`src/rtl/idm_pkg.sv`:
```
// Shared constants and carriers for the IDE bus-master register bank
package idm_pkg;

  // Byte offsets inside the 16-byte IO window
  localparam logic [3:0]  OFS_PRI_CMD   = 4'h0;
  localparam logic [3:0]  OFS_PRI_STAT  = 4'h2;
  localparam logic [3:0]  OFS_PRI_BASE  = 4'h4;
  localparam logic [3:0]  OFS_SEC_CMD   = 4'h8;
  localparam logic [3:0]  OFS_SEC_STAT  = 4'hA;
  localparam logic [3:0]  OFS_SEC_BASE  = 4'hC;

  // Command register fields
  localparam int          CMD_START_BIT = 0;
  localparam int          CMD_DIR_BIT   = 3;

  // Status register fields
  localparam int          ST_ACTIVE_BIT  = 0;
  localparam int          ST_ERR_BIT     = 1;
  localparam int          ST_IRQ_BIT     = 2;
  localparam int          ST_CAP0_BIT    = 5;
  localparam int          ST_CAP1_BIT    = 6;
  localparam int          ST_SIMPLEX_BIT = 7;

  // Reset values
  localparam logic [7:0]  CMD_RESET     = 8'h00;
  localparam logic [7:0]  STAT_RESET    = 8'h00;
  localparam logic [31:0] BASE_RESET    = 32'h0000_0000;
  localparam logic [27:0] IO_BASE_RESET = 28'h000_0CC0;
  localparam logic [3:0]  IO_WIN_TAG    = 4'h1;

  // Descriptor layout: word 0 address, word 1 count and end-of-table flag
  localparam int          DESC_EOT_BIT  = 31;
  localparam int          DESC_CNT_W    = 16;
  localparam logic [31:0] DESC_STEP     = 32'h0000_0008;
  localparam logic [31:0] WORD_STEP     = 32'h0000_0004;

  // Memory request from a channel engine
  typedef struct packed {
    logic        req;
    logic        we;
    logic [31:0] addr;
    logic [31:0] wdata;
  } idm_mem_req_s;

  // One data word with its valid flag
  typedef struct packed {
    logic        valid;
    logic [31:0] data;
  } idm_word_s;

endpackage

```
`src/rtl/idm_sync.sv`:
```
// Two-stage synchroniser for pin inputs
`timescale 1ns/100ps
module idm_sync
  import idm_pkg::*;
#(
  parameter int WIDTH = 2
)(
  input  wire logic             clk_sys,
  input  wire logic             nrst,
  input  wire logic             ce,
  input  wire logic [WIDTH-1:0] pin_in,
  output logic      [WIDTH-1:0] sync_out
);

  logic [WIDTH-1:0] stage1;

  // First stage feeds only the second
  always_ff @(posedge clk_sys or negedge nrst)
  begin
    if (!nrst)
    begin
      stage1   <= '0;
      sync_out <= '0;
    end
    else if (ce)
    begin
      stage1   <= pin_in;
      sync_out <= stage1;
    end
  end

endmodule // idm_sync

```
`src/rtl/idm_chan.sv`:
```
// Descriptor-driven DMA engine for one channel
`timescale 1ns/100ps
module idm_chan
  import idm_pkg::*;
(
  input  wire logic         clk_sys,
  input  wire logic         nrst,
  input  wire logic         ce,
  input  wire logic         start,
  input  wire logic         dir,
  input  wire logic [29:0]  tbl_base,
  output logic              active,
  output logic              err_pulse,
  output idm_mem_req_s      mem,
  input  wire logic         mem_ack,
  input  wire logic         mem_err,
  input  wire logic [31:0]  mem_rdata,
  input  wire idm_word_s    drv_in,
  output logic              drv_in_ready,
  output idm_word_s         drv_out,
  input  wire logic         drv_out_ready
);

  typedef enum logic [2:0] {
    CH_IDLE      = 3'b000,
    CH_DESC_ADDR = 3'b001,
    CH_DESC_CNT  = 3'b010,
    CH_MEM       = 3'b011,
    CH_DRV       = 3'b100,
    CH_NEXT      = 3'b101
  } idm_chan_e;

  idm_chan_e   state;
  logic [31:0] desc_ptr;
  logic [31:0] buf_addr;
  logic [16:0] remain;
  logic        last;
  logic        dir_q;

  // Descriptor walk and word transfer
  always_ff @(posedge clk_sys or negedge nrst)
  begin
    if (!nrst)
    begin
      state        <= CH_IDLE;
      desc_ptr     <= '0;
      buf_addr     <= '0;
      remain       <= '0;
      last         <= 1'b0;
      dir_q        <= 1'b0;
      active       <= 1'b0;
      err_pulse    <= 1'b0;
      mem          <= '0;
      drv_in_ready <= 1'b0;
      drv_out      <= '0;
    end
    else if (ce)
    begin
      err_pulse <= 1'b0;
      unique case (state)
        CH_IDLE:
        begin
          if (start)
          begin
            active   <= 1'b1;
            dir_q    <= dir;
            desc_ptr <= {tbl_base, 2'b00};
            mem      <= '{req: 1'b1, we: 1'b0, addr: {tbl_base, 2'b00}, wdata: '0};
            state    <= CH_DESC_ADDR;
          end
        end
        CH_DESC_ADDR:
        begin
          if (mem_ack)
          begin
            buf_addr <= {mem_rdata[31:2], 2'b00};
            mem.addr <= desc_ptr + WORD_STEP;
            state    <= CH_DESC_CNT;
          end
        end
        CH_DESC_CNT:
        begin
          if (mem_ack)
          begin
            // A zero count stands for the full 64 KB region
            remain   <= (mem_rdata[DESC_CNT_W-1:0] == '0) ? 17'h1_0000
                        : {1'b0, mem_rdata[DESC_CNT_W-1:0]};
            last     <= mem_rdata[DESC_EOT_BIT];
            desc_ptr <= desc_ptr + DESC_STEP;
            if (dir_q)
            begin
              mem.req      <= 1'b0;
              drv_in_ready <= 1'b1;
              state        <= CH_DRV;
            end
            else
            begin
              mem.addr <= buf_addr;
              state    <= CH_MEM;
            end
          end
        end
        CH_MEM:
        begin
          if (mem_ack)
          begin
            mem.req <= 1'b0;
            if (dir_q)
              state <= CH_NEXT;
            else
            begin
              drv_out <= '{valid: 1'b1, data: mem_rdata};
              state   <= CH_DRV;
            end
          end
        end
        CH_DRV:
        begin
          if (dir_q && drv_in.valid)
          begin
            // Drive to memory: post the captured word
            drv_in_ready <= 1'b0;
            mem          <= '{req: 1'b1, we: 1'b1, addr: buf_addr, wdata: drv_in.data};
            state        <= CH_MEM;
          end
          else if (!dir_q && drv_out_ready)
          begin
            drv_out.valid <= 1'b0;
            state         <= CH_NEXT;
          end
        end
        CH_NEXT:
        begin
          buf_addr <= buf_addr + WORD_STEP;
          remain   <= remain - 17'(WORD_STEP);
          if (remain <= 17'(WORD_STEP) && last)
          begin
            active <= 1'b0;
            state  <= CH_IDLE;
          end
          else if (remain <= 17'(WORD_STEP))
          begin
            mem   <= '{req: 1'b1, we: 1'b0, addr: desc_ptr, wdata: '0};
            state <= CH_DESC_ADDR;
          end
          else if (dir_q)
          begin
            drv_in_ready <= 1'b1;
            state        <= CH_DRV;
          end
          else
          begin
            mem   <= '{req: 1'b1, we: 1'b0, addr: buf_addr + WORD_STEP, wdata: '0};
            state <= CH_MEM;
          end
        end
        default:
        begin
          state <= CH_IDLE;
        end
      endcase
      // Bus error ends the run at once
      if (mem_ack && mem_err && mem.req)
      begin
        err_pulse    <= 1'b1;
        active       <= 1'b0;
        mem.req      <= 1'b0;
        drv_in_ready <= 1'b0;
        drv_out      <= '0;
        state        <= CH_IDLE;
      end
    end
  end

  property p_err_stops;
    @(posedge clk_sys) disable iff (!nrst)
      err_pulse |-> (!active && !mem.req);
  endproperty
  a_err_stops: assert property (p_err_stops)
    else $error("engine still active after a bus error");

  property p_start_runs;
    @(posedge clk_sys) disable iff (!nrst)
      (ce && start && state == CH_IDLE) |=> (active && mem.req && !mem.we);
  endproperty
  a_start_runs: assert property (p_start_runs)
    else $error("start did not launch a descriptor fetch");

endmodule // idm_chan

```
`src/rtl/idm_regs.sv`:
```
// IDE bus-master register bank with two DMA channel engines
// What this block does
// - The bank answers IO accesses at offsets from the IO base held in the config register.
// - The IO base register selects a 16-byte window and its low four bits read 0001.
// - The bank lets software run DMA between drives and memory in the usual bus-master style.
// - Primary command bit 0 starts the engine on a write of one and always reads zero.
// - Primary command bit 3 is read-write and one means drive to memory.
// - Secondary command bit 0 starts the secondary engine on a write of one and reads zero.
// - Secondary command bit 3 is read-write and one means drive to memory.
// - Primary status bit 0 shows the engine active and bit 7 shows simplex, both read-only.
// - Secondary status bit 0 shows its engine active and bit 7 simplex, both read-only.
// - Status bit 1 is an error flag set by hardware and cleared by writing one.
// - Status bit 2 is set on a rising drive interrupt edge and cleared by writing one.
// - Status bits 5 and 6 are plain read-write drive DMA-capable flags.
// - The primary descriptor base stores bits 31 to 2 as a dword-aligned address.
// - Bits 1 and 0 of both descriptor bases always read zero.
// - The secondary descriptor base stores bits 31 to 2 read-write.
// - Reset clears the descriptor bases, sets command to 00h and status to 00h except bit 7, which shows SIMPLEX.
`timescale 1ns/100ps
module idm_regs
  import idm_pkg::*;
#(
  parameter int         NCH     = 2,
  parameter logic [1:0] SIMPLEX = 2'b00
)(
  input  wire logic                 clk_sys,
  input  wire logic                 nrst,
  input  wire logic                 ce,
  // Configuration access to the IO base register
  input  wire logic                 cfg_wr,
  input  wire logic [31:0]          cfg_wdata,
  output logic      [31:0]          cfg_rdata,
  // Host IO access
  input  wire logic                 io_rd,
  input  wire logic                 io_wr,
  input  wire logic [31:0]          io_addr,
  input  wire logic [3:0]           io_be,
  input  wire logic [31:0]          io_wdata,
  output logic      [31:0]          io_rdata,
  output logic                      io_ack,
  // Drive interrupt pins
  input  wire logic [NCH-1:0]       drv_irq,
  // Per-channel memory side
  output idm_mem_req_s [NCH-1:0]    mem_req,
  input  wire logic [NCH-1:0]       mem_ack,
  input  wire logic [NCH-1:0]       mem_err,
  input  wire logic [NCH-1:0][31:0] mem_rdata,
  // Per-channel drive data side
  input  wire idm_word_s [NCH-1:0]  drv_in,
  output logic      [NCH-1:0]       drv_in_ready,
  output idm_word_s [NCH-1:0]       drv_out,
  input  wire logic [NCH-1:0]       drv_out_ready
);

  logic [27:0]            io_base;
  logic                   hit;
  logic                   wr_hit;
  logic                   rd_hit;
  logic [NCH-1:0]         irq_sync;
  logic [NCH-1:0]         irq_prev;
  logic [NCH-1:0]         irq_rise;
  logic [NCH-1:0]         cmd_dir;
  logic [NCH-1:0]         stat_err;
  logic [NCH-1:0]         stat_irq;
  logic [NCH-1:0]         cap0;
  logic [NCH-1:0]         cap1;
  logic [NCH-1:0]         start;
  logic [NCH-1:0]         active;
  logic [NCH-1:0]         err_pulse;
  logic [NCH-1:0]         wr_cmd;
  logic [NCH-1:0]         wr_stat;
  logic [NCH-1:0][7:0]    cmd_byte;
  logic [NCH-1:0][7:0]    stat_byte;
  logic [NCH-1:0][29:0]   tbl_base;
  logic [NCH-1:0][31:0]   cmdstat_word;
  logic [NCH-1:0][31:0]   base_word;
  logic [NCH-1:0][31:0]   cmd_lane;
  logic [NCH-1:0][31:0]   stat_lane;
  logic [31:0]            next_rdata;

  // IO window decode against the configured base
  assign hit    = (io_addr[31:4] == io_base);
  assign wr_hit = io_wr && hit;
  assign rd_hit = io_rd && hit;

  // IO base register, low nibble fixed
  always_ff @(posedge clk_sys or negedge nrst)
  begin
    if (!nrst)
      io_base <= IO_BASE_RESET;
    else if (ce && cfg_wr)
      io_base <= cfg_wdata[31:4];
  end

  // Config readback
  always_ff @(posedge clk_sys or negedge nrst)
  begin
    if (!nrst)
      cfg_rdata <= {IO_BASE_RESET, IO_WIN_TAG};
    else if (ce)
      cfg_rdata <= {io_base, IO_WIN_TAG};
  end

  // Drive interrupt pins into the clock domain
  idm_sync #(
    .WIDTH    (NCH)
  ) u_irq_sync (
    .clk_sys  (clk_sys),
    .nrst     (nrst),
    .ce       (ce),
    .pin_in   (drv_irq),
    .sync_out (irq_sync)
  );

  // Previous interrupt level for edge detection
  always_ff @(posedge clk_sys or negedge nrst)
  begin
    if (!nrst)
      irq_prev <= '0;
    else if (ce)
      irq_prev <= irq_sync;
  end

  assign irq_rise = irq_sync & ~irq_prev;

  genvar c;
  generate
    for (c = 0; c < NCH; c++)
    begin : g_ch
      localparam logic [3:0] OFS_CMD  = (c == 0) ? OFS_PRI_CMD  : OFS_SEC_CMD;
      localparam logic [3:0] OFS_STAT = (c == 0) ? OFS_PRI_STAT : OFS_SEC_STAT;
      localparam logic [3:0] OFS_BASE = (c == 0) ? OFS_PRI_BASE : OFS_SEC_BASE;
      localparam int         LN_CMD   = int'(OFS_CMD[1:0]);
      localparam int         LN_STAT  = int'(OFS_STAT[1:0]);

      logic [7:0] cmd_wd;
      logic [7:0] stat_wd;

      assign cmd_wd  = io_wdata[8*LN_CMD +: 8];
      assign stat_wd = io_wdata[8*LN_STAT +: 8];

      // Byte-lane write strobes
      assign wr_cmd[c]  = wr_hit && ({io_addr[3:2], 2'b00} == {OFS_CMD[3:2], 2'b00})
                          && io_be[LN_CMD];
      assign wr_stat[c] = wr_hit && ({io_addr[3:2], 2'b00} == {OFS_STAT[3:2], 2'b00})
                          && io_be[LN_STAT];

      // Start is a write of one, never stored
      assign start[c] = ce && wr_cmd[c] && cmd_wd[CMD_START_BIT];

      // Direction bit
      always_ff @(posedge clk_sys or negedge nrst)
      begin
        if (!nrst)
          cmd_dir[c] <= CMD_RESET[CMD_DIR_BIT];
        else if (ce && wr_cmd[c])
          cmd_dir[c] <= cmd_wd[CMD_DIR_BIT];
      end

      // Error flag, hardware set beats software clear
      always_ff @(posedge clk_sys or negedge nrst)
      begin
        if (!nrst)
          stat_err[c] <= STAT_RESET[ST_ERR_BIT];
        else if (ce && err_pulse[c])
          stat_err[c] <= 1'b1;
        else if (ce && wr_stat[c] && stat_wd[ST_ERR_BIT])
          stat_err[c] <= 1'b0;
      end

      // Interrupt flag, edge set beats software clear
      always_ff @(posedge clk_sys or negedge nrst)
      begin
        if (!nrst)
          stat_irq[c] <= STAT_RESET[ST_IRQ_BIT];
        else if (ce && irq_rise[c])
          stat_irq[c] <= 1'b1;
        else if (ce && wr_stat[c] && stat_wd[ST_IRQ_BIT])
          stat_irq[c] <= 1'b0;
      end

      // Drive DMA-capable flags
      always_ff @(posedge clk_sys or negedge nrst)
      begin
        if (!nrst)
        begin
          cap0[c] <= STAT_RESET[ST_CAP0_BIT];
          cap1[c] <= STAT_RESET[ST_CAP1_BIT];
        end
        else if (ce && wr_stat[c])
        begin
          cap0[c] <= stat_wd[ST_CAP0_BIT];
          cap1[c] <= stat_wd[ST_CAP1_BIT];
        end
      end

      // Descriptor table base, per byte lane
      for (genvar b = 0; b < 4; b++)
      begin : g_lane
        localparam int LO = (b == 0) ? 2 : 8*b;
        always_ff @(posedge clk_sys or negedge nrst)
        begin
          if (!nrst)
            tbl_base[c][8*b+5 : LO-2] <= BASE_RESET[8*b+7 : LO];
          else if (ce && wr_hit && io_be[b]
                   && ({io_addr[3:2], 2'b00} == OFS_BASE))
            tbl_base[c][8*b+5 : LO-2] <= io_wdata[8*b+7 : LO];
        end
      end

      // Readback images
      assign cmd_byte[c]  = {4'h0, cmd_dir[c], 3'b000};
      assign stat_byte[c] = {SIMPLEX[c], cap1[c], cap0[c], 2'b00,
                             stat_irq[c], stat_err[c], active[c]};
      assign cmd_lane[c]     = 32'(cmd_byte[c]) << (8*LN_CMD);
      assign stat_lane[c]    = 32'(stat_byte[c]) << (8*LN_STAT);
      assign cmdstat_word[c] = cmd_lane[c] | stat_lane[c];
      assign base_word[c]    = {tbl_base[c], 2'b00};

      // Channel engine
      idm_chan u_chan (
        .clk_sys       (clk_sys),
        .nrst          (nrst),
        .ce            (ce),
        .start         (start[c]),
        .dir           (cmd_dir[c]),
        .tbl_base      (tbl_base[c]),
        .active        (active[c]),
        .err_pulse     (err_pulse[c]),
        .mem           (mem_req[c]),
        .mem_ack       (mem_ack[c]),
        .mem_err       (mem_err[c]),
        .mem_rdata     (mem_rdata[c]),
        .drv_in        (drv_in[c]),
        .drv_in_ready  (drv_in_ready[c]),
        .drv_out       (drv_out[c]),
        .drv_out_ready (drv_out_ready[c])
      );
    end
  endgenerate

  // Read data select by dword
  always_comb
  begin
    next_rdata = '0;
    for (int i = 0; i < NCH; i++)
    begin
      if (io_addr[3:2] == (i == 0 ? OFS_PRI_CMD[3:2] : OFS_SEC_CMD[3:2]))
        next_rdata = cmdstat_word[i];
      if (io_addr[3:2] == (i == 0 ? OFS_PRI_BASE[3:2] : OFS_SEC_BASE[3:2]))
        next_rdata = base_word[i];
    end
  end

  // Registered IO answer, zero outside the window
  always_ff @(posedge clk_sys or negedge nrst)
  begin
    if (!nrst)
    begin
      io_rdata <= '0;
      io_ack   <= 1'b0;
    end
    else if (ce)
    begin
      io_ack   <= rd_hit || wr_hit;
      io_rdata <= rd_hit ? next_rdata : '0;
    end
  end

  property p_cfg_tag;
    @(posedge clk_sys) disable iff (!nrst)
      cfg_rdata[3:0] == IO_WIN_TAG;
  endproperty
  a_cfg_tag: assert property (p_cfg_tag)
    else $error("IO base low nibble not fixed");

  property p_pri_start_zero;
    @(posedge clk_sys) disable iff (!nrst)
      (ce && rd_hit && io_addr[3:2] == OFS_PRI_CMD[3:2]) |=> (io_rdata[CMD_START_BIT] == 1'b0);
  endproperty
  a_pri_start_zero: assert property (p_pri_start_zero)
    else $error("primary start bit read back as one");

  property p_sec_start_zero;
    @(posedge clk_sys) disable iff (!nrst)
      (ce && rd_hit && io_addr[3:2] == OFS_SEC_CMD[3:2]) |=> (io_rdata[CMD_START_BIT] == 1'b0);
  endproperty
  a_sec_start_zero: assert property (p_sec_start_zero)
    else $error("secondary start bit read back as one");

  property p_dir_stored;
    @(posedge clk_sys) disable iff (!nrst)
      (ce && wr_cmd[0]) |=> (cmd_dir[0] == $past(io_wdata[CMD_DIR_BIT]));
  endproperty
  a_dir_stored: assert property (p_dir_stored)
    else $error("direction bit not stored");

  property p_active_read;
    @(posedge clk_sys) disable iff (!nrst)
      (ce && rd_hit && io_addr[3:2] == OFS_PRI_STAT[3:2])
        |=> (io_rdata[16+ST_ACTIVE_BIT] == $past(active[0]));
  endproperty
  a_active_read: assert property (p_active_read)
    else $error("active bit readback mismatch");

  property p_err_set;
    @(posedge clk_sys) disable iff (!nrst)
      (ce && err_pulse[1]) |=> stat_err[1];
  endproperty
  a_err_set: assert property (p_err_set)
    else $error("error flag not set by engine error");

  property p_irq_edge;
    @(posedge clk_sys) disable iff (!nrst)
      (ce && $rose(irq_sync[0])) |=> stat_irq[0];
  endproperty
  a_irq_edge: assert property (p_irq_edge)
    else $error("interrupt edge lost");

  property p_irq_hold;
    @(posedge clk_sys) disable iff (!nrst)
      (stat_irq[0] && !(wr_stat[0] && io_wdata[16+ST_IRQ_BIT])) |=> stat_irq[0];
  endproperty
  a_irq_hold: assert property (p_irq_hold)
    else $error("interrupt flag cleared without a write of one");

  property p_cap_write;
    @(posedge clk_sys) disable iff (!nrst)
      (ce && wr_stat[0]) |=> (cap1[0] == $past(io_wdata[16+ST_CAP1_BIT]));
  endproperty
  a_cap_write: assert property (p_cap_write)
    else $error("drive 1 capable flag not stored");

  property p_base_low_zero;
    @(posedge clk_sys) disable iff (!nrst)
      (ce && rd_hit && io_addr[2]) |=> (io_rdata[1:0] == 2'b00);
  endproperty
  a_base_low_zero: assert property (p_base_low_zero)
    else $error("descriptor base low bits not zero");

endmodule // idm_regs

```
`config.mk`:
```
export PLATFORM = sky130hd
export DESIGN_NAME = idm_regs
export DESIGN_NICKNAME = d
export VERILOG_FILES = /design/src/rtl/idm_pkg.sv /design/src/rtl/idm_sync.sv /design/src/rtl/idm_chan.sv /design/src/rtl/idm_regs.sv
export SDC_FILE = /design/constraint.sdc
export NUM_CORES = 1
export LEC_CHECK = 0
export ABC_AREA = 1
export BUFFER_PORTS_ARGS = -buffer_cell sky130_fd_sc_hd__buf_2
export CAP_MARGIN = 20
export CELL_PAD_IN_SITES_DETAIL_PLACEMENT = 1
export CELL_PAD_IN_SITES_GLOBAL_PLACEMENT = 2
export CORE_ASPECT_RATIO = 1.4
export CORE_MARGIN = 5
export CORE_UTILIZATION = 36
export CTS_BUF_LIST = sky130_fd_sc_hd__clkbuf_4
export CTS_CLUSTER_DIAMETER = 40
export DETAILED_ROUTE_END_ITERATION = 7
export GPL_TIMING_DRIVEN = 0
export MAX_ROUTING_LAYER = met4
export PLACE_DENSITY = 0.87
export SLEW_MARGIN = 20
export SYNTH_ARGS = -nofsm -noshare
export SYNTH_HDL_FRONTEND = slang
export SYNTH_SLANG_ARGS = --single-unit
```
`constraint.sdc`:
```
create_clock -name clk_sys -period 4.2 [get_ports clk_sys]
set_input_delay 0.42 -clock clk_sys [delete_from_list [all_inputs] [get_ports clk_sys]]
set_output_delay 0.42 -clock clk_sys [all_outputs]
set_load 0.005 [all_outputs]
```
# After elaboration in Yosys (flattened, before gate mapping)
# Index checks and enable logic that the tools add are counted.
[totals]
regBits = 541
output_inout_bits = 265
elab_cells = 356
[op_classes]
addsub = 8
order_cmp = 2
n_eq_ne = 58
muxes = 123
n_bitwise = 4
n_reduce_logical = 106
[op_table]
columns = ["operator", "count"]
rows = [
  ["$mux W66", 10],
  ["$mux W32", 18],
  ["$pmux W32 S5", 2],
  ["$pmux W32 S2", 4],
  ["$mux W33", 6],
  ["$pmux W32 S3", 2],
  ["$add A32 B3 Y32 const B", 4],
  ["$mux W17", 4],
  ["$pmux W17 S2", 2],
  ["$add A32 B4 Y32 const B", 2],
  ["$mux W3", 20],
  ["$reduce_and A6 Y1", 8],
  ["$logic_and A1 B1 Y1", 46],
  ["$or A4 B23 Y23", 2],
  ["$mux W1", 42],
  ["$pmux W3 S6", 2],
  ["$reduce_and A9 Y1", 4],
  ["$le A17 B3 Y1 const B", 2],
  ["$sub A17 B3 Y17 const B", 2],
  ["$logic_not A16 Y1", 2],
  ["$ne A3 B1 Y1 const B", 10],
  ["$ne A3 B3 Y1 const B", 10],
  ["$eq A28 B28 Y1", 1],
  ["$reduce_bool A2 Y1", 14],
  ["26 further kinds", 82],
]

# Logic depth before layout (Yosys ltp)
[logic_depth]
word_depth = 9
mapped_depth = 15
mapped_depth_nobuf = 14

# Cells and area by module
# From an unflattened synthesis, not the netlist that was laid out.
[unflattened]
cells_unflattened = 4374
hier_area_um2 = 30603.1
[by_module_without_submodules]
columns = ["module", "n_inst", "cells_each", "area_each_um2", "seq_area_each_um2"]
rows = [
  ["idm_chan at g_ch[0].u_chan", 1, 1761, 11772.5, 4579.4],
  ["idm_chan at g_ch[1].u_chan", 1, 1785, 11753.8, 4579.4],
  ["idm_regs", 1, 811, 6927.9, 3988.8],
  ["idm_sync", 1, 17, 148.9, 100.1],
]

# Least setup slack after synthesis
# No wires, ideal clock.
[synth_timing]
path_type = "reg2reg"
startpoint = "register io_base[6]"
endpoint = "register g_ch[1].u_chan.desc_ptr[6]"
arrival_ns = 1.826
required_time_ns = 4.083
setup_slack_ns = 2.258
path_stages_with_launch = 16
n_path_buf = 2
synth_period_minus_slack_ns = 1.942
cell_sequence = "dfstp_2 inv_2 nand2_1 nand2_1 nor2_1 nand2_1 nor2_1 nand2_1 nor3_4 nand4_2 nand2_2 nand2_2 buf_6 buf_6 nand2_1 nand2_1"
[synth_via]
elab_chain_len = 8
[synth_rtl]
columns = ["item", "line_no", "text"]
rows = [
  ["from (decl)", "idm_regs.sv:55", "logic [27:0] io_base;"],
  ["from (signal assigned)", "idm_regs.sv:92", "io_base <= cfg_wdata[31:4];"],
  ["$eq A28 B28 Y1", "idm_regs.sv:82", "assign hit = (io_addr[31:4] == io_base);"],
  ["$logic_and A1 B1 Y1", "idm_regs.sv:83", "assign wr_hit = io_wr && hit;"],
  ["$logic_and A1 B1 Y1", "idm_regs.sv:143", "assign wr_cmd[c] = wr_hit && ({io_addr[3:2], 2'b00} == {OFS_CMD[3:2], 2'b00})"],
  ["$logic_and A1 B1 Y1", "idm_regs.sv:144", "&& io_be[LN_CMD];"],
  ["$logic_and A1 B1 Y1 (2 in a row)", "idm_regs.sv:149", "assign start[c] = ce && wr_cmd[c] && cmd_wd[CMD_START_BIT];"],
  ["$ne A2 B1 Y1 (no line)", "n/a", ""],
  ["$reduce_and A4 Y1 (no line)", "n/a", ""],
  ["to (signal assigned)", "idm_chan.sv:67", "desc_ptr <= {tbl_base, 2'b00};"],
  ["to (signal assigned)", "idm_chan.sv:89", "desc_ptr <= desc_ptr + DESC_STEP;"],
  ["to (decl)", "idm_chan.sv:34", "logic [31:0] desc_ptr;"],
]
# Every way passes these cells.
# A chain may end at the register's enable or synchronous reset.

# Worst setup path after layout
[layout_timing]
startpoint = "register g_ch[1].u_chan.state[1]"
endpoint = "register g_ch[1].u_chan.remain[0]"
[layout_via]
elab_chain_len = 3
[layout_rtl]
columns = ["item", "line_no", "text"]
rows = [
  ["from (decl)", "idm_chan.sv:33", "idm_chan_e state;"],
  ["from (signal assigned)", "idm_chan.sv:45", "state <= CH_IDLE;"],
  ["from (signal assigned)", "idm_chan.sv:69", "state <= CH_DESC_ADDR;"],
  ["from (signal assigned)", "idm_chan.sv:78", "state <= CH_DESC_CNT;"],
  ["$eq A3 B2 Y1 / $eq A3 B3 Y1 (equally long branches)", "idm_chan.sv:60", "unique case (state)"],
  ["$ne A2 B2 Y1 (no line) / $reduce_bool A2 Y1 (equally long branches)", "n/a", ""],
  ["$reduce_and A3 Y1 (no line)", "n/a", ""],
  ["to (signal assigned)", "idm_chan.sv:86", "remain <= (mem_rdata[DESC_CNT_W-1:0] == '0) ? 17'h1_0000"],
  ["to (signal assigned)", "idm_chan.sv:135", "remain <= remain - 17'(WORD_STEP);"],
  ["to (decl)", "idm_chan.sv:36", "logic [16:0] remain;"],
]
# Several ways; a longest one is shown, not always the timed one.

==> metrics.log <==
[metrics] count of pins on the block boundary: 509
[metrics] power density cells: 560.2 nW/µm²
[metrics] total core area: 82,740 µm²
[metrics] Final Slew Violations: 0
[metrics] Pre-Repair DR Iteration Count: 5
[metrics] area of the die: 89,020 µm²
[metrics] ratio of cells with drive above 1 in the final layout: 0.1798
[metrics] DP Worst Slack: 717.5 ps
[metrics] count of mapped cells out of synthesis: 4,125
[metrics] detail-routed via count per cell: 5.346
[metrics] Peak supply drop: 0.2918 mV
[metrics] sequential cell area fraction in the yosys report: 0.4430
[metrics] P&R area growth vs syn: 27.85%
[metrics] max_cap viols: 0
[metrics] nature of the critical path endpoint: flop
[metrics] overall track demand over capacity in global routing: 0.3338
[metrics] placer congestion estimate: 1.026
[metrics] maximum clock frequency: 263.7 MHz
[metrics] Overall Power: 21.42 mW
[metrics] number of flops mapped to enable cells by yosys: 0
[metrics] status: completed
[metrics] Worst Max-Slew Pin Slew: 1119 ps
[metrics] initial DRC count: 1,892
[metrics] routed length per placed instance: 23.76 µm
[metrics] number of global-route vias before repair: 35,430
[metrics] family of cells with the greatest summed delay on the critical path: buffers and inverters
[metrics] Filler Cells Inserted: 10,640
[metrics] crit path cell chain: buf_2, nor2_1, nand2_1, clkbuf_1, buf_1, nand3_1, dlygate4sd3_1, o21ai_0, dlygate4sd3_1
[metrics] Layout Skew: 82.76 ps
[metrics] final clock period utilization by the worst path: 0.9030
[metrics] Max H-tree Level: 4
[metrics] final critical-path required period: 3793 ps
[metrics] flip-flop and latch count after synthesis: 529
[metrics] distinct cell type count of the synthesized netlist: 60
[metrics] biggest area consumer among synthesized cells: sky130_fd_sc_hd__dfrtp_1
[metrics] Synth area leaders: sky130_fd_sc_hd__dfrtp_1, sky130_fd_sc_hd__nand2_1, sky130_fd_sc_hd__o21ai_0
[metrics] worst hold path type: in -> reg
[metrics] kind of start point of the critical path: flop
[metrics] Rows: 125
[metrics] final sum of negative setup slack: 0 ps
[metrics] Worst Path Class, Setup: reg -> reg
[metrics] Max transition margin: 0.2481
[metrics] worst endpoint required time: 5140 ps
[metrics] post-CTS clock slew at the launch and capture registers of the worst setup and hold paths: 70 ps
[metrics] endpoint of the lowest-slack register-to-register path: g_ch[1].u_chan.remain[0]
[metrics] slack of the worst reg-to-reg path: 410 ps
[metrics] worst setup margin: 407.5 ps
[metrics] worst hold margin: 155.6 ps
[metrics] critical-path cell with the highest stage delay: sky130_fd_sc_hd__buf_1
[metrics] launch instance of the worst register-to-register path: g_ch[1].u_chan.state[1]
[metrics] number of clock buffers inserted by TritonCTS: 146
[metrics] most instantiated cells after synthesis: sky130_fd_sc_hd__nand2_1, sky130_fd_sc_hd__dfrtp_1, sky130_fd_sc_hd__inv_1, sky130_fd_sc_hd__o21ai_0, sky130_fd_sc_hd__nand3_1
[metrics] share of the core filled with cells in the final layout: 0.4621
[metrics] worst setup path endpoint: g_ch[1].u_chan.remain[0]
[metrics] Total Nets Final: 5,262
[metrics] cell at the root of the clock tree: sky130_fd_sc_hd__clkbuf_4
[metrics] cell repeated most along the worst path: sky130_fd_sc_hd__dlygate4sd3_1
[metrics] clock tree sinks: 529
[metrics] path depth of the worst reg2reg path: 9
[metrics] Syn. warnings: 0
[metrics] number of standard cells in the layout, taps in and fillers out: 6,216
[metrics] maximum number of pins on one net before global-route repair: 95
[metrics] largest stage delay on the critical path: 710 ps
[metrics] area of placed instances: 33,920 µm²
[metrics] area of the mapped netlist: 29,910 µm²
[metrics] IO buf count: 495
[metrics] setup repair after global routing missed its margin: false
[metrics] placed wire-length estimate after detailed placement: 114,700 µm
[metrics] number of design rule violations left after detail routing: 0
[metrics] crit path launch: g_ch[1].u_chan.state[1]
[metrics] summed area of non-filler cells in the final layout: 38,240 µm²
[metrics] critical-path maximum fanout: 10
[metrics] instance count on the critical path: 9
[metrics] initial core utilization: 0.3615
[metrics] arrival time reported for the critical path endpoint: 4730 ps
[metrics] clock tree from TritonCTS: built
[metrics] dominant register cell in the synthesized netlist: sky130_fd_sc_hd__dfrtp_1
[metrics] maximum count of clock buffers along a single path: 3
[metrics] Die Span Y: 351.0 µm
[metrics] most repeated cell in the gate-level netlist after synthesis: sky130_fd_sc_hd__nand2_1
[metrics] area share of the leading cell type in the synthesized netlist: 0.4359
[metrics] total via count after detailed routing: 33,230
[metrics] number of cells in the design after placement: 5,709
[metrics] setup-violating endpoint count in the final report: 0
[metrics] die width: 253.6 µm
[metrics] leakage power figure: 18.94 nW
[metrics] post-detailed-route count of antenna-violating nets: 0
[metrics] share of synthesized flip-flops with an asynchronous set or reset: 1.000
[metrics] initial antenna violation count: 21
[metrics] buffer and inverter count on the worst path: 5
[metrics] final wirelength: 147,700 µm
[metrics] total congestion overflow: 0
[metrics] count of final hold-check violations: 0
[metrics] syn avg cell area: 7.250 µm²
[metrics] insertion delay to the later sink of the worst-skew pair: 1050 ps
[metrics] first-pass GRT wire length: 218,900 µm
-- worst register-to-register path, stage by stage (launching register included) --
cell	delay, ps
sky130_fd_sc_hd__dfrtp_1	320
sky130_fd_sc_hd__buf_2	190
sky130_fd_sc_hd__nor2_1	130
sky130_fd_sc_hd__nand2_1	370
sky130_fd_sc_hd__clkbuf_1	600
sky130_fd_sc_hd__buf_1	720
sky130_fd_sc_hd__nand3_1	140
sky130_fd_sc_hd__dlygate4sd3_1	590
sky130_fd_sc_hd__o21ai_0	90
sky130_fd_sc_hd__dlygate4sd3_1	570
-- area by class of cell --
class	instances	area [µm²]	share of cell area
Multi-Input combinational cell	2962	14100	0.3687
Sequential cell	529	13250	0.3465
Timing Repair Buffer	731	4950	0.1295
Inverter	432	1622	0.04241
Clock buffer	215	1614	0.04221
Tap cell	1079	1350	0.03531
Buffer	206	953.4	0.02494
Clock inverter	41	347.8	0.009097
Antenna cell	21	52.55	0.001374
-- sequential cells by signal (all words and copies together) (netlist names), 2 cells and up --
register,cells
cap1,2
irq_prev,2
g_ch.u_chan.mem,130
g_ch.u_chan.buf_addr,60
io_rdata,30
stat_byte,4
g_ch.u_chan.remain,34
g_ch.u_chan.last,2
u_irq_sync.stage1,2
cfg_rdata,28
g_ch.u_chan.state,6
cmd_byte,2
u_irq_sync.sync_out,2
cap0,2
g_ch.u_chan.desc_ptr,60
g_ch.u_chan.active,2
g_ch.u_chan.drv_out,66
base_word,60
io_base,28
g_ch.u_chan.dir_q,2
g_ch.u_chan.err_pulse,2
g_ch.u_chan.drv_in_ready,2
-- how the worst min path moves through the flow --
stage / from / end / slack [ps] / cells past startpoint
6_report: cfg_wdata[31] / io_base[27] / 160 / 3
5_1_grt: cfg_wdata[31] / io_base[27] / 100 / 3
4_1_cts: mem_err[0] / g_ch[0].u_chan.drv_in_ready / 30 / 5
3_5_place_dp: nrst / g_ch[1].u_chan.mem[14] / 280 / 1
3_3_place_gp: irq_prev[0] / stat_byte[2] / 440 / 1
2_1_floorplan: nrst / base_word[10] / 120 / 0
-- routing by layer --
metal | wire, µm | global-route usage
met5 | 0 | -
met4 | 10930 | 0.2118
met3 | 6903 | 0.05369
met2 | 74370 | 0.5704
met1 | 55460 | 0.3610
-- layout by cell type (no fill, tap or decap), drive strengths merged, types with 31 or more instances in the layout --
master       synthesis  final
o21ai              406    406
dfrtp              521    521
nand4              172    172
inv                428    430
a21oi              177    177
nand2             1266   1266
clkinv               4     35
dlygate4sd3          0    229
nor3                47     47
clkbuf             109    324
nor2               297    297
nand3              308    308
xor2                45     45
a22o                40     40
buf                 97    599
o22ai               31     31
-- where the power goes --
part	switching [mW]	total, mW	internal, mW	leakage, nW
registers	1.20	7.67	6.47	6.82
clock network	2.42	5.14	2.72	1.15
logic	5.92	8.61	2.69	11.0
total	9.54	21.4	11.9	18.9
-- repair_timing --
| item | 4_1_cts | 5_1_grt |
|---|---|---|
| hold endpoints to repair | 659 | 0 |
| gates resized for setup | 0 | 0 |
| buffers inserted | 0 | 0 |
| hold buffers | 230 | 0 |
-- kinds of logic (layout without fill, tap and decap cells) --
| logic type | Yosys count | after routing | share of synthesized area |
|---|---|---|---|
| compound gates | 764 | 764 | 0.1446 |
| xor+xnor | 49 | 49 | 0.01435 |
| fa+ha+maj | 10 | 10 | 0.004184 |
| buf+inv | 638 | 1625 | 0.08610 |
| flops | 529 | 529 | 0.4430 |
| mux | 15 | 15 | 0.005271 |
| other cells | 2 | 27 | 0.0002511 |
| simple gates | 2118 | 2118 | 0.3022 |
(Power assumes the default switching activity.)
